## config.mk

```make
export PLATFORM = sky130hd
export DESIGN_NAME = scg_palette_end_flat
export DESIGN_NICKNAME = d
export VERILOG_FILES = /design/src/common/scg_pkg.sv /design/src/common/scg_link_if.sv /design/src/rtl/scg_palette_end.sv /design/src/flat_wrapper.sv
export SDC_FILE = /design/constraint.sdc
export NUM_CORES = 1
export LEC_CHECK = 0
export BUFFER_PORTS_ARGS = -buffer_cell sky130_fd_sc_hd__buf_2
export CAP_MARGIN = 10
export CORE_UTILIZATION = 54
export CTS_CLUSTER_SIZE = 30
export DETAILED_ROUTE_END_ITERATION = 16
export PLACE_DENSITY = 0.79
export SYNTH_ARGS = -nofsm -noshare
export SYNTH_HDL_FRONTEND = slang
export SYNTH_SLANG_ARGS = --single-unit
```

## constraint.sdc

```tcl
create_clock -name sys_clk -period 2.3 [get_ports sys_clk]
set_input_delay 0.575 -clock sys_clk [delete_from_list [all_inputs] [get_ports sys_clk]]
set_output_delay 0.575 -clock sys_clk [all_outputs]
set_load 0.01 [all_outputs]
```

## src/common/scg_pkg.sv

```systemverilog
// constants shared by both ends of the shift and video clock link
package scg_pkg;
  localparam int   CNT_W       = 4;
  // link clock periods in system clock cycles, shift clock at least as fast
  localparam logic [3:0] VID_PER   = 4'h8;
  localparam logic [3:0] VID_HALF  = 4'h4;
  localparam logic [3:0] SCLK_PER  = 4'h4;
  localparam logic [3:0] SCLK_HALF = 4'h2;
  localparam logic [3:0] CNT_ZERO  = 4'h0;
  localparam logic [3:0] CNT_ONE   = 4'h1;
  // host clock quantum is the host system clock period
  localparam int   SYS_CLK_NS  = 100;
  localparam logic [4:0] MAX_QUANTA = 5'h10;
  localparam logic [4:0] PER_ONE    = 5'h01;
  localparam logic [4:0] PER_SAT    = 5'h1f;
  // least high time of the split transfer flag
  localparam int   FLAG_HOLD_NS  = 30;
  localparam int   FLAG_CYC_INT  = (FLAG_HOLD_NS + SYS_CLK_NS - 1) / SYS_CLK_NS;
  localparam logic [3:0] FLAG_CYC = (FLAG_CYC_INT < 1) ? 4'h1 : 4'(FLAG_CYC_INT);
  // raster in video clocks; total even so it divides by the clock ratio
  localparam int   HV_W        = 8;
  localparam logic [7:0] H_TOTAL   = 8'h10;
  localparam logic [7:0] H_ACTIVE  = 8'h0a;
  localparam logic [7:0] HS_START  = 8'h0c;
  localparam logic [7:0] HS_END    = 8'h0e;
  localparam logic [7:0] V_TOTAL   = 8'h08;
  localparam logic [7:0] V_ACTIVE  = 8'h06;
  localparam logic [7:0] VS_START  = 8'h06;
  localparam logic [7:0] VS_END    = 8'h07;
  localparam logic [7:0] HV_ZERO   = 8'h00;
  localparam logic [7:0] HV_ONE    = 8'h01;
endpackage : scg_pkg

```

## src/common/scg_link_if.sv

```systemverilog
// link between palette end and graphics processor end
`timescale 1ns/100ps
`default_nettype none
interface scg_link_if;
  logic video_clock_out;
  logic shift_clock_out;
  logic video_blank_n;
  logic hsync_n;
  logic vsync_n;
  logic split_transfer_flag;

  modport dev (
    output video_clock_out,
    output shift_clock_out,
    input  video_blank_n,
    input  hsync_n,
    input  vsync_n,
    input  split_transfer_flag
  );

  modport gsp (
    input  video_clock_out,
    input  shift_clock_out,
    output video_blank_n,
    output hsync_n,
    output vsync_n,
    output split_transfer_flag
  );
endinterface : scg_link_if
`default_nettype wire

```

## src/rtl/scg_palette_end.sv

```systemverilog
// palette end: free-running video clock and blank-gated shift clock
// Functional notes
// - video clock runs free always; shift clock gated by blank
// - latch blank on video clock falling edge
// - latched blank decides shift clock stop/start
// - shift not slower than video: deterministic gating
// - one extra shift pulse per split flag
// - host raises split flag on strobe rise
// - host drives blank and syncs on fall
// - video period at most sixteen host quanta
// - horizontal total divisible by clock ratio
// - split flag held high thirty ns minimum
`timescale 1ns/100ps
`default_nettype none
module scg_palette_end (
  input  wire logic sys_clk,
  input  wire logic rst,
  scg_link_if.dev   link,
  output var  logic blank_latched,
  output var  logic hsync_latched,
  output var  logic vsync_latched,
  output var  logic shift_running,
  output var  logic extra_pulse,
  output var  logic [7:0] shift_count
);

  // counters and link clock flops
  logic [3:0] vc_cnt_q;
  logic [3:0] vc_cnt_d;
  logic [3:0] sc_cnt_q;
  logic [3:0] sc_cnt_d;
  logic       vid_clk_q;
  logic       sclk_q;

  // synchronisers for the host-driven pins
  logic       blank_s1_q;
  logic       blank_s2_q;
  logic       hs_s1_q;
  logic       hs_s2_q;
  logic       vs_s1_q;
  logic       vs_s2_q;
  logic       flag_s1_q;
  logic       flag_s2_q;
  logic       flag_s3_q;

  // gating state
  logic       blank_lat_q;
  logic       hs_lat_q;
  logic       vs_lat_q;
  logic       run_q;
  logic       run_d;
  logic       pend_q;
  logic       pend_d;
  logic       extra_q;
  logic [7:0] shift_cnt_q;

  // decode of counter positions
  wire        vc_wrap;
  wire        sc_wrap;
  wire        vfall;
  wire        srise;
  wire        flag_rise;
  wire        sclk_d;

  // video clock divider, one period is VID_PER system cycles
  assign vc_wrap  = (vc_cnt_q == scg_pkg::VID_PER - scg_pkg::CNT_ONE);
  assign vc_cnt_d = vc_wrap ? scg_pkg::CNT_ZERO : vc_cnt_q + scg_pkg::CNT_ONE;
  // falling edge of the driven video clock happens when this is true
  assign vfall    = (vc_cnt_d == scg_pkg::VID_HALF);

  // shift clock divider; wrap marks the last low cycle of a period
  assign sc_wrap  = (sc_cnt_q == scg_pkg::SCLK_PER - scg_pkg::CNT_ONE);
  assign sc_cnt_d = sc_wrap ? scg_pkg::CNT_ZERO : sc_cnt_q + scg_pkg::CNT_ONE;

  // split flag edge, read from the second sync stage onward only
  assign flag_rise = flag_s2_q & ~flag_s3_q;

  // decision only at a period boundary, while the pin is low, so a stop
  // never cuts a high phase and a restart always gives a full one
  assign run_d  = sc_wrap ? (blank_lat_q | pend_q) : run_q;
  // a new split request survives a clear of the pending one in the same cycle
  assign pend_d = flag_rise | (pend_q & ~sc_wrap);
  assign sclk_d = (sc_cnt_d < scg_pkg::SCLK_HALF) & run_d;
  assign srise  = sc_wrap & run_d;

  // free-running dividers, never stopped by anything but reset; they park
  // on their last count so the first high phase after reset is full width
  always_ff @(posedge sys_clk) begin
    if (rst) begin
      vc_cnt_q  <= scg_pkg::VID_PER - scg_pkg::CNT_ONE;
      sc_cnt_q  <= scg_pkg::SCLK_PER - scg_pkg::CNT_ONE;
      vid_clk_q <= 1'b0;
    end else begin
      vc_cnt_q  <= vc_cnt_d;
      sc_cnt_q  <= sc_cnt_d;
      vid_clk_q <= (vc_cnt_d < scg_pkg::VID_HALF);
    end
  end

  // two-flop synchronisers for the host pins
  always_ff @(posedge sys_clk) begin
    if (rst) begin
      blank_s1_q <= 1'b0;
      blank_s2_q <= 1'b0;
      hs_s1_q    <= 1'b1;
      hs_s2_q    <= 1'b1;
      vs_s1_q    <= 1'b1;
      vs_s2_q    <= 1'b1;
    end else begin
      blank_s1_q <= link.video_blank_n;
      blank_s2_q <= blank_s1_q;
      hs_s1_q    <= link.hsync_n;
      hs_s2_q    <= hs_s1_q;
      vs_s1_q    <= link.vsync_n;
      vs_s2_q    <= vs_s1_q;
    end
  end

  // split flag synchroniser plus one stage for edge finding
  always_ff @(posedge sys_clk) begin
    if (rst) begin
      flag_s1_q <= 1'b0;
      flag_s2_q <= 1'b0;
      flag_s3_q <= 1'b0;
    end else begin
      flag_s1_q <= link.split_transfer_flag;
      flag_s2_q <= flag_s1_q;
      flag_s3_q <= flag_s2_q;
    end
  end

  // blank and syncs are caught at the video clock falling edge; the host
  // changes them three cycles after that edge, so they have settled before the next one
  always_ff @(posedge sys_clk) begin
    if (rst) begin
      blank_lat_q <= 1'b0;
      hs_lat_q    <= 1'b1;
      vs_lat_q    <= 1'b1;
    end else if (vfall) begin
      blank_lat_q <= blank_s2_q;
      hs_lat_q    <= hs_s2_q;
      vs_lat_q    <= vs_s2_q;
    end
  end

  // shift clock gate; since SCLK_PER divides VID_PER each blank change
  // lands on the same shift phase every line
  always_ff @(posedge sys_clk) begin
    if (rst) begin
      run_q   <= 1'b0;
      sclk_q  <= 1'b0;
      pend_q  <= 1'b0;
      extra_q <= 1'b0;
    end else begin
      run_q   <= run_d;
      sclk_q  <= sclk_d;
      pend_q  <= pend_d;
      extra_q <= sc_wrap & pend_q & ~blank_lat_q;
    end
  end

  // shift pulses since the last blank onset, for software-free monitoring
  always_ff @(posedge sys_clk) begin
    if (rst) begin
      shift_cnt_q <= scg_pkg::HV_ZERO;
    end else if (vfall & ~blank_s2_q & blank_lat_q) begin
      shift_cnt_q <= scg_pkg::HV_ZERO;
    end else if (srise) begin
      shift_cnt_q <= shift_cnt_q + scg_pkg::HV_ONE;
    end
  end

  // link pins and user-side status, all straight from flops
  assign link.video_clock_out = vid_clk_q;
  assign link.shift_clock_out = sclk_q;
  assign blank_latched        = blank_lat_q;
  assign hsync_latched        = hs_lat_q;
  assign vsync_latched        = vs_lat_q;
  assign shift_running        = run_q;
  assign extra_pulse          = extra_q;
  assign shift_count          = shift_cnt_q;

endmodule : scg_palette_end
`default_nettype wire

```

## src/flat_wrapper.sv

```systemverilog
// flat-port wrapper written by rule: the top's interface ports become plain ports
module scg_palette_end_flat 
  (sys_clk, rst, blank_latched, hsync_latched, vsync_latched, shift_running, extra_pulse, shift_count, link_video_clock_out, link_shift_clock_out, link_video_blank_n, link_hsync_n, link_vsync_n, link_split_transfer_flag);
  scg_link_if link_i ();
  input  wire logic sys_clk;
  input  wire logic rst;
  output var  logic blank_latched;
  output var  logic hsync_latched;
  output var  logic vsync_latched;
  output var  logic shift_running;
  output var  logic extra_pulse;
  output var  logic [7:0] shift_count;
  output wire logic [$bits(link_i.video_clock_out)-1:0] link_video_clock_out;
  output wire logic [$bits(link_i.shift_clock_out)-1:0] link_shift_clock_out;
  input wire logic [$bits(link_i.video_blank_n)-1:0] link_video_blank_n;
  input wire logic [$bits(link_i.hsync_n)-1:0] link_hsync_n;
  input wire logic [$bits(link_i.vsync_n)-1:0] link_vsync_n;
  input wire logic [$bits(link_i.split_transfer_flag)-1:0] link_split_transfer_flag;
  assign link_video_clock_out = link_i.video_clock_out;
  assign link_shift_clock_out = link_i.shift_clock_out;
  assign link_i.video_blank_n = link_video_blank_n;
  assign link_i.hsync_n = link_hsync_n;
  assign link_i.vsync_n = link_vsync_n;
  assign link_i.split_transfer_flag = link_split_transfer_flag;
  scg_palette_end u_core (.sys_clk(sys_clk), .rst(rst), .link(link_i), .blank_latched(blank_latched), .hsync_latched(hsync_latched), .vsync_latched(vsync_latched), .shift_running(shift_running), .extra_pulse(extra_pulse), .shift_count(shift_count));
endmodule
```

After elaboration in Yosys (flattened, before gate mapping)
Cells that the tools add are included.

storage, ports and cells
  latch bits = 0
  memories kept = 0
  logic and storage cells = 46
  input bits = 6
  memory bits (read-only) = 0
  register bits after elaboration = 33
  output and inout bits = 15
  memory bits (writable) = 0

cells by class
  reduce and logical (&&, ||, !) cells = 1
  order comparisons = 2
  eq/ne operators = 3
  mux-type cells = 3
  $mul = 0
  add/subtract/negate cells = 3
  divide/modulo/power cells = 0
  shift operators = 0
  bitwise operators = 14

operators with widths
  operator             count
  $add 4x1->4 const B  2
  $add 8x1->8 const B  1
  $and 1x1->1          8
  $eq 4x3->1 const B   2
  $mux 4               2
  $eq 4x2->1 const B   1
  $lt 4x2->1 const B   1
  $lt 4x3->1 const B   1
  $not 1->1            4
  $or 1x1->1           2
  $reduce_or 2->1      1
  $mux 1               1

Logic depth before layout (Yosys ltp)
  depth in word-level cells = 6
  gate-level depth with buffers = 6

Worst setup path before layout
Ideal clock, no wire load.

  path kind = register to register
  start = reg u_core.sc_cnt_q[0]
  end = reg u_core.shift_cnt_q[5], in the netlist u_core.shift_count[5]
  stages on the path, launching flop included = 7
  clock period less this slack = 1619 ps
  setup time = 120 ps
  setup slack = 681 ps
  arrival time = 1498 ps
  cell sequence = dfxtp_1 > ha_1 > or3b_4 > buf_6 > nor4_4 > xnor2_1 > nor2_2

on the way
  word-level cells in the longest chain between the ends = 3

ends and longest elaborated chain
  what                      RTL line                source
  start: declaration        scg_palette_end.sv:30   logic [3:0] sc_cnt_q;
  start signal: assignment  scg_palette_end.sv:91   sc_cnt_q <= scg_pkg::SCLK_PER - scg_pkg::CNT_ONE;
  start signal: assignment  scg_palette_end.sv:95   sc_cnt_q <= sc_cnt_d;
  $eq 4x2->1 *              scg_palette_end.sv:72   assign sc_wrap = (sc_cnt_q == scg_pkg::SCLK_PER - scg_pkg::CNT_ONE);
  $mux 1                    scg_palette_end.sv:80   assign run_d = sc_wrap ? (blank_lat_q | pend_q) : run_q;
  $and 1x1->1 *             scg_palette_end.sv:84   assign srise = sc_wrap & run_d;
  end signal: assignment    scg_palette_end.sv:165  shift_cnt_q <= scg_pkg::HV_ZERO;
  end signal: assignment    scg_palette_end.sv:167  shift_cnt_q <= scg_pkg::HV_ZERO;
  end signal: assignment    scg_palette_end.sv:169  shift_cnt_q <= shift_cnt_q + scg_pkg::HV_ONE;
  end: declaration          scg_palette_end.sv:55   logic [7:0] shift_cnt_q;

Every way passes the cells marked *; elsewhere a longest branch is shown, timed or not.
A chain may end at the register's enable or synchronous reset.

Worst setup path after layout
  start = reg u_core.sc_cnt_q[0]
  end = reg u_core.sclk_q, in the netlist u_core.link.shift_clock_out

on the way
  word-level cells in the longest chain between the ends = 4
  elaborated cells on any way between the ends = 6
  those cells by class = add/sub: 1; order compare: 1; eq/ne: 1; mux: 2; bitwise: 1

ends and longest elaborated chain
  what                                       RTL line                                      source
  $add 4x1->4 or $eq 4x2->1 (tied branches)  scg_palette_end.sv:73, scg_palette_end.sv:72
  $mux 4                                     scg_palette_end.sv:73                         assign sc_cnt_d = sc_wrap ? scg_pkg::CNT_ZERO : sc_cnt_q + scg_pkg::CNT_ONE;
  $lt 4x2->1                                 scg_palette_end.sv:83                         assign sclk_d = (sc_cnt_d < scg_pkg::SCLK_HALF) & run_d;
  $and 1x1->1 *                              scg_palette_end.sv:83
  end signal: assignment                     scg_palette_end.sv:156                        sclk_q <= sclk_d;
  end: declaration                           scg_palette_end.sv:33                         logic sclk_q;

Marks and branches as above.

==> flow_summary.yaml <==
cts:
  clock-root-buffer: "clkbuf_4"
  cts_buffer_depth: 2
  ctsResizeCount: 0
  cts_setup_buffers: 0
  hold_buffers: 0
  clk_pin_slew_ns: 0.09
  clkLatencyLatePin_ns: 0.32
  cts_num_sinks: 33
  cts_max_level: 2
  cts_inserted_buffers: 5
  tritoncts: "built"
grt:
  grt_usage: 0.1937
  first_global_vias: 859
  grt_max_degree: 29
  grt-ovfl-total: 0
  grt_pass1_wl_microns: 3539
  antenna_found_initial: 0
status:
  status: "completed"
placed_design:
  finalWeightedCongestion: 0.7587
  dp_cells: 179
  numPortBuffers: 20
  dp_hpwl_microns: 1439
  place_area_sq_um: 1409
min_path:
  hold_start: "u_core.hs_s1_q$_SDFF_PP1_"
  hp-class: "flip-flop to flip-flop"
  min_path_cells: 1
  hold_end: "u_core.hs_s2_q$_SDFF_PP1_"
floorplan:
  rows: 17
  die_area_sq_um: 2608
  io_pins: 21
  start_util: 0.5821
  core_sq_um: 2233
  die_h_microns: 51.07
  die_x_microns: 51.07
drt:
  routed-wl-met2_microns: 893
  drt-total-wl_microns: 2005
  met3_length_microns: 111
  ant_nets: 0
  post_drt_wl_per_cell_microns: 10.78
  drt_first_pass_iters: 4
  drtIter0Drc: 8
  met1_length_microns: 945
  routed_via_density: 5.253
  highest_layer: "met4"
  vias: 977
  drc: 0
sta:
  hold_slack_ns: 0.4197
  maxSlewHeadroom: 0.7171
  worstMarginPinSlew_ns: 0.4243
  maxSlewViolCount: 0
  setup_viol: 0
  finalClockSkew_ns: 0.004125
  tns_ns: 0
  period_share: 0.7519
  final.min_clock_period_ns: 1.729
  rsz0062_at_grt: "no"
  max_freq_ghz: 0.5783
  hold_viol_final: 0
worst_setup_path:
  critPathMaxFanout: 12
  r2r-start: "u_core.sc_cnt_q[0]$_SDFF_PP1_"
  critPathRequiredTime_ns: 2.54
  reg2reg_to: "u_core.link.shift_clock_out$_SDFF_PP0_"
  worstPathCellList: "ha_1 -> or3b_4 -> or2_1 -> a21oi_1 -> nor3b_1"
  startpoint_type: "flip-flop"
  critPathBufInv: 0
  reg2reg_depth: 5
  critPathTopFamily: "simple AND/OR/NAND/NOR gates"
  crit_path_max_incr_delay_ns: 0.47
  reg2reg_slack_ns: 0.57
  arrival_ns: 1.97
  worstSetupPathType: "flip-flop to flip-flop"
  worstSetupEndpointType: "flip-flop"
  critPathSlowestCell: "or3b_4"
yosys:
  syn_nets: 146
  netlist_instances: 136
  ys_types: 33
  synthArstFlopShare: 0
  synth-seq-area-share: 0.5082
  ys.flop_type: "dfxtp_1"
  postSynthAreaPerCell_sq_um: 9.559
  ys_ff_latch: 33
  synth_edf_count: 0
  ys_warn_count: 0
  synth_area_sq_um: 1300
final_layout:
  n_antenna_cell: 0
  final_nets: 168
  syn_to_final_growth_pct: 12.61
  layout-drive-gt1-share: 0.2278
  layout.cells.non_filler: 186
  finalInstanceArea_sq_um: 1464
power:
  peakVddDrop_v: 0.0005628
  p_leak_nw: 0.6163
  pwr_density_cell_nw_per_um2: 749.1
run:
  cap_violations: 0
-- placed cells by master (no fill, tap or decap), types with 2 or more instances in the layout --
| cell type | Yosys | final |
|---|---|---|
| mux2i_1 | 3 | 3 |
| xnor2_1 | 7 | 7 |
| nand2b_1 | 3 | 3 |
| ha_1 | 4 | 4 |
| dfxtp_1 | 33 | 33 |
| or2_2 | 7 | 7 |
| nand2_1 | 9 | 9 |
| nor3_1 | 5 | 5 |
| inv_1 | 2 | 2 |
| buf_2 | 0 | 20 |
| nor2_1 | 21 | 21 |
| clkbuf_4 | 0 | 5 |
| nand3b_1 | 2 | 2 |
| nand4_1 | 2 | 2 |
| nand3_1 | 3 | 3 |
| xor2_1 | 2 | 2 |
| a21oi_1 | 6 | 6 |
| a21o_1 | 2 | 2 |
| nor2b_1 | 7 | 7 |
-- worst max path at each step --
stage	slack, ns	endpoint	cells after the start	startpoint
after floorplan	0.68	u_core.shift_count[5]$_SDFFE_PP0P_	6	u_core.sc_cnt_q[0]$_SDFF_PP1_
final	0.57	u_core.link.shift_clock_out$_SDFF_PP0_	5	u_core.sc_cnt_q[0]$_SDFF_PP1_
after CTS	0.56	u_core.link.shift_clock_out$_SDFF_PP0_	5	u_core.sc_cnt_q[0]$_SDFF_PP1_
after global placement	0.63	u_core.shift_count[7]$_SDFFE_PP0P_	5	u_core.sc_cnt_q[0]$_SDFF_PP1_
after global routing	0.46	u_core.link.shift_clock_out$_SDFF_PP0_	5	u_core.sc_cnt_q[0]$_SDFF_PP1_
after detailed placement	0.56	u_core.link.shift_clock_out$_SDFF_PP0_	5	u_core.sc_cnt_q[0]$_SDFF_PP1_
-- cell type report --
type | instances | area (sq um)
sequential | 33 | 660.6
clock buffer | 7 | 55.05
timing repair buffer | 20 | 100.1
inverter | 2 | 7.507
multi-input combinational | 96 | 605.6
tap | 28 | 35.03
fill | 182 | 769.5
-- per-layer routing --
| layer | global-route usage | vias up |
|---|---|---|
| met5 | 0 | - |
| met4 | 0.1574 | 0 |
| met3 | 0.06548 | 8 |
| met2 | 0.2917 | 29 |
| met1 | 0.2208 | 440 |
| li1 | - | 500 |
-- kinds of logic after synthesis --
group           Yosys count  synth area share
mux                       3           0.02310
compound gates           13           0.06448
xor+xnor                  9           0.06064
simple gates             67            0.2791
flops                    33            0.5082
fa+ha+maj                 4           0.03850
buf+inv                   7           0.02598
-- cell usage after synthesis, types with 2 or more instances --
| master | instances | area (sq um) |
|---|---|---|
| a21o_1 | 2 | 15.01 |
| a21oi_1 | 6 | 30.03 |
| clkbuf_1 | 3 | 11.26 |
| dfxtp_1 | 33 | 660.6 |
| ha_1 | 4 | 50.05 |
| inv_1 | 2 | 7.510 |
| mux2i_1 | 3 | 30.03 |
| nand2_1 | 9 | 33.78 |
| nand2b_1 | 3 | 18.77 |
| nand3_1 | 3 | 15.01 |
| nand3b_1 | 2 | 15.01 |
| nand4_1 | 2 | 12.51 |
| nor2_1 | 21 | 78.83 |
| nor2b_1 | 7 | 43.79 |
| nor3_1 | 5 | 25.02 |
| or2_2 | 7 | 43.79 |
| xnor2_1 | 7 | 61.31 |
| xor2_1 | 2 | 17.52 |
-- sequential cells by signal, summed over array words and instances, names as in the netlist --
register,flops
u_core.blank_latched,1
u_core.blank_s1_q,1
u_core.blank_s2_q,1
u_core.extra_pulse,1
u_core.flag_s1_q,1
u_core.flag_s2_q,1
u_core.flag_s3_q,1
u_core.hs_s1_q,1
u_core.hs_s2_q,1
u_core.hsync_latched,1
u_core.link.shift_clock_out,1
u_core.link.video_clock_out,1
u_core.pend_q,1
u_core.sc_cnt_q,4
u_core.shift_count,8
u_core.shift_running,1
u_core.vc_cnt_q,4
u_core.vs_s1_q,1
u_core.vs_s2_q,1
u_core.vsync_latched,1
-- stage by stage --
step / utilization / setup WS, ns / power, mW
CTS: 0.6555 / 0.5575 / 1.111
floorplan: - / 0.6813 / 0.7700
global route: 0.6555 / 0.4583 / 1.163
detailed placement: 0.6308 / 0.5579 / 0.7988
finish: 0.6555 / 0.5707 / 1.097
global placement: 0.6308 / 0.6271 / 0.7907
-- where the power goes --
group,leakage (nW),switching (mW),internal [mW]
Sequential,0.270,0.0279,0.605
Clock,0.0314,0.166,0.144
Combinational,0.315,0.0850,0.0693
Total,0.616,0.279,0.818
(Power assumes the default switching activity.)
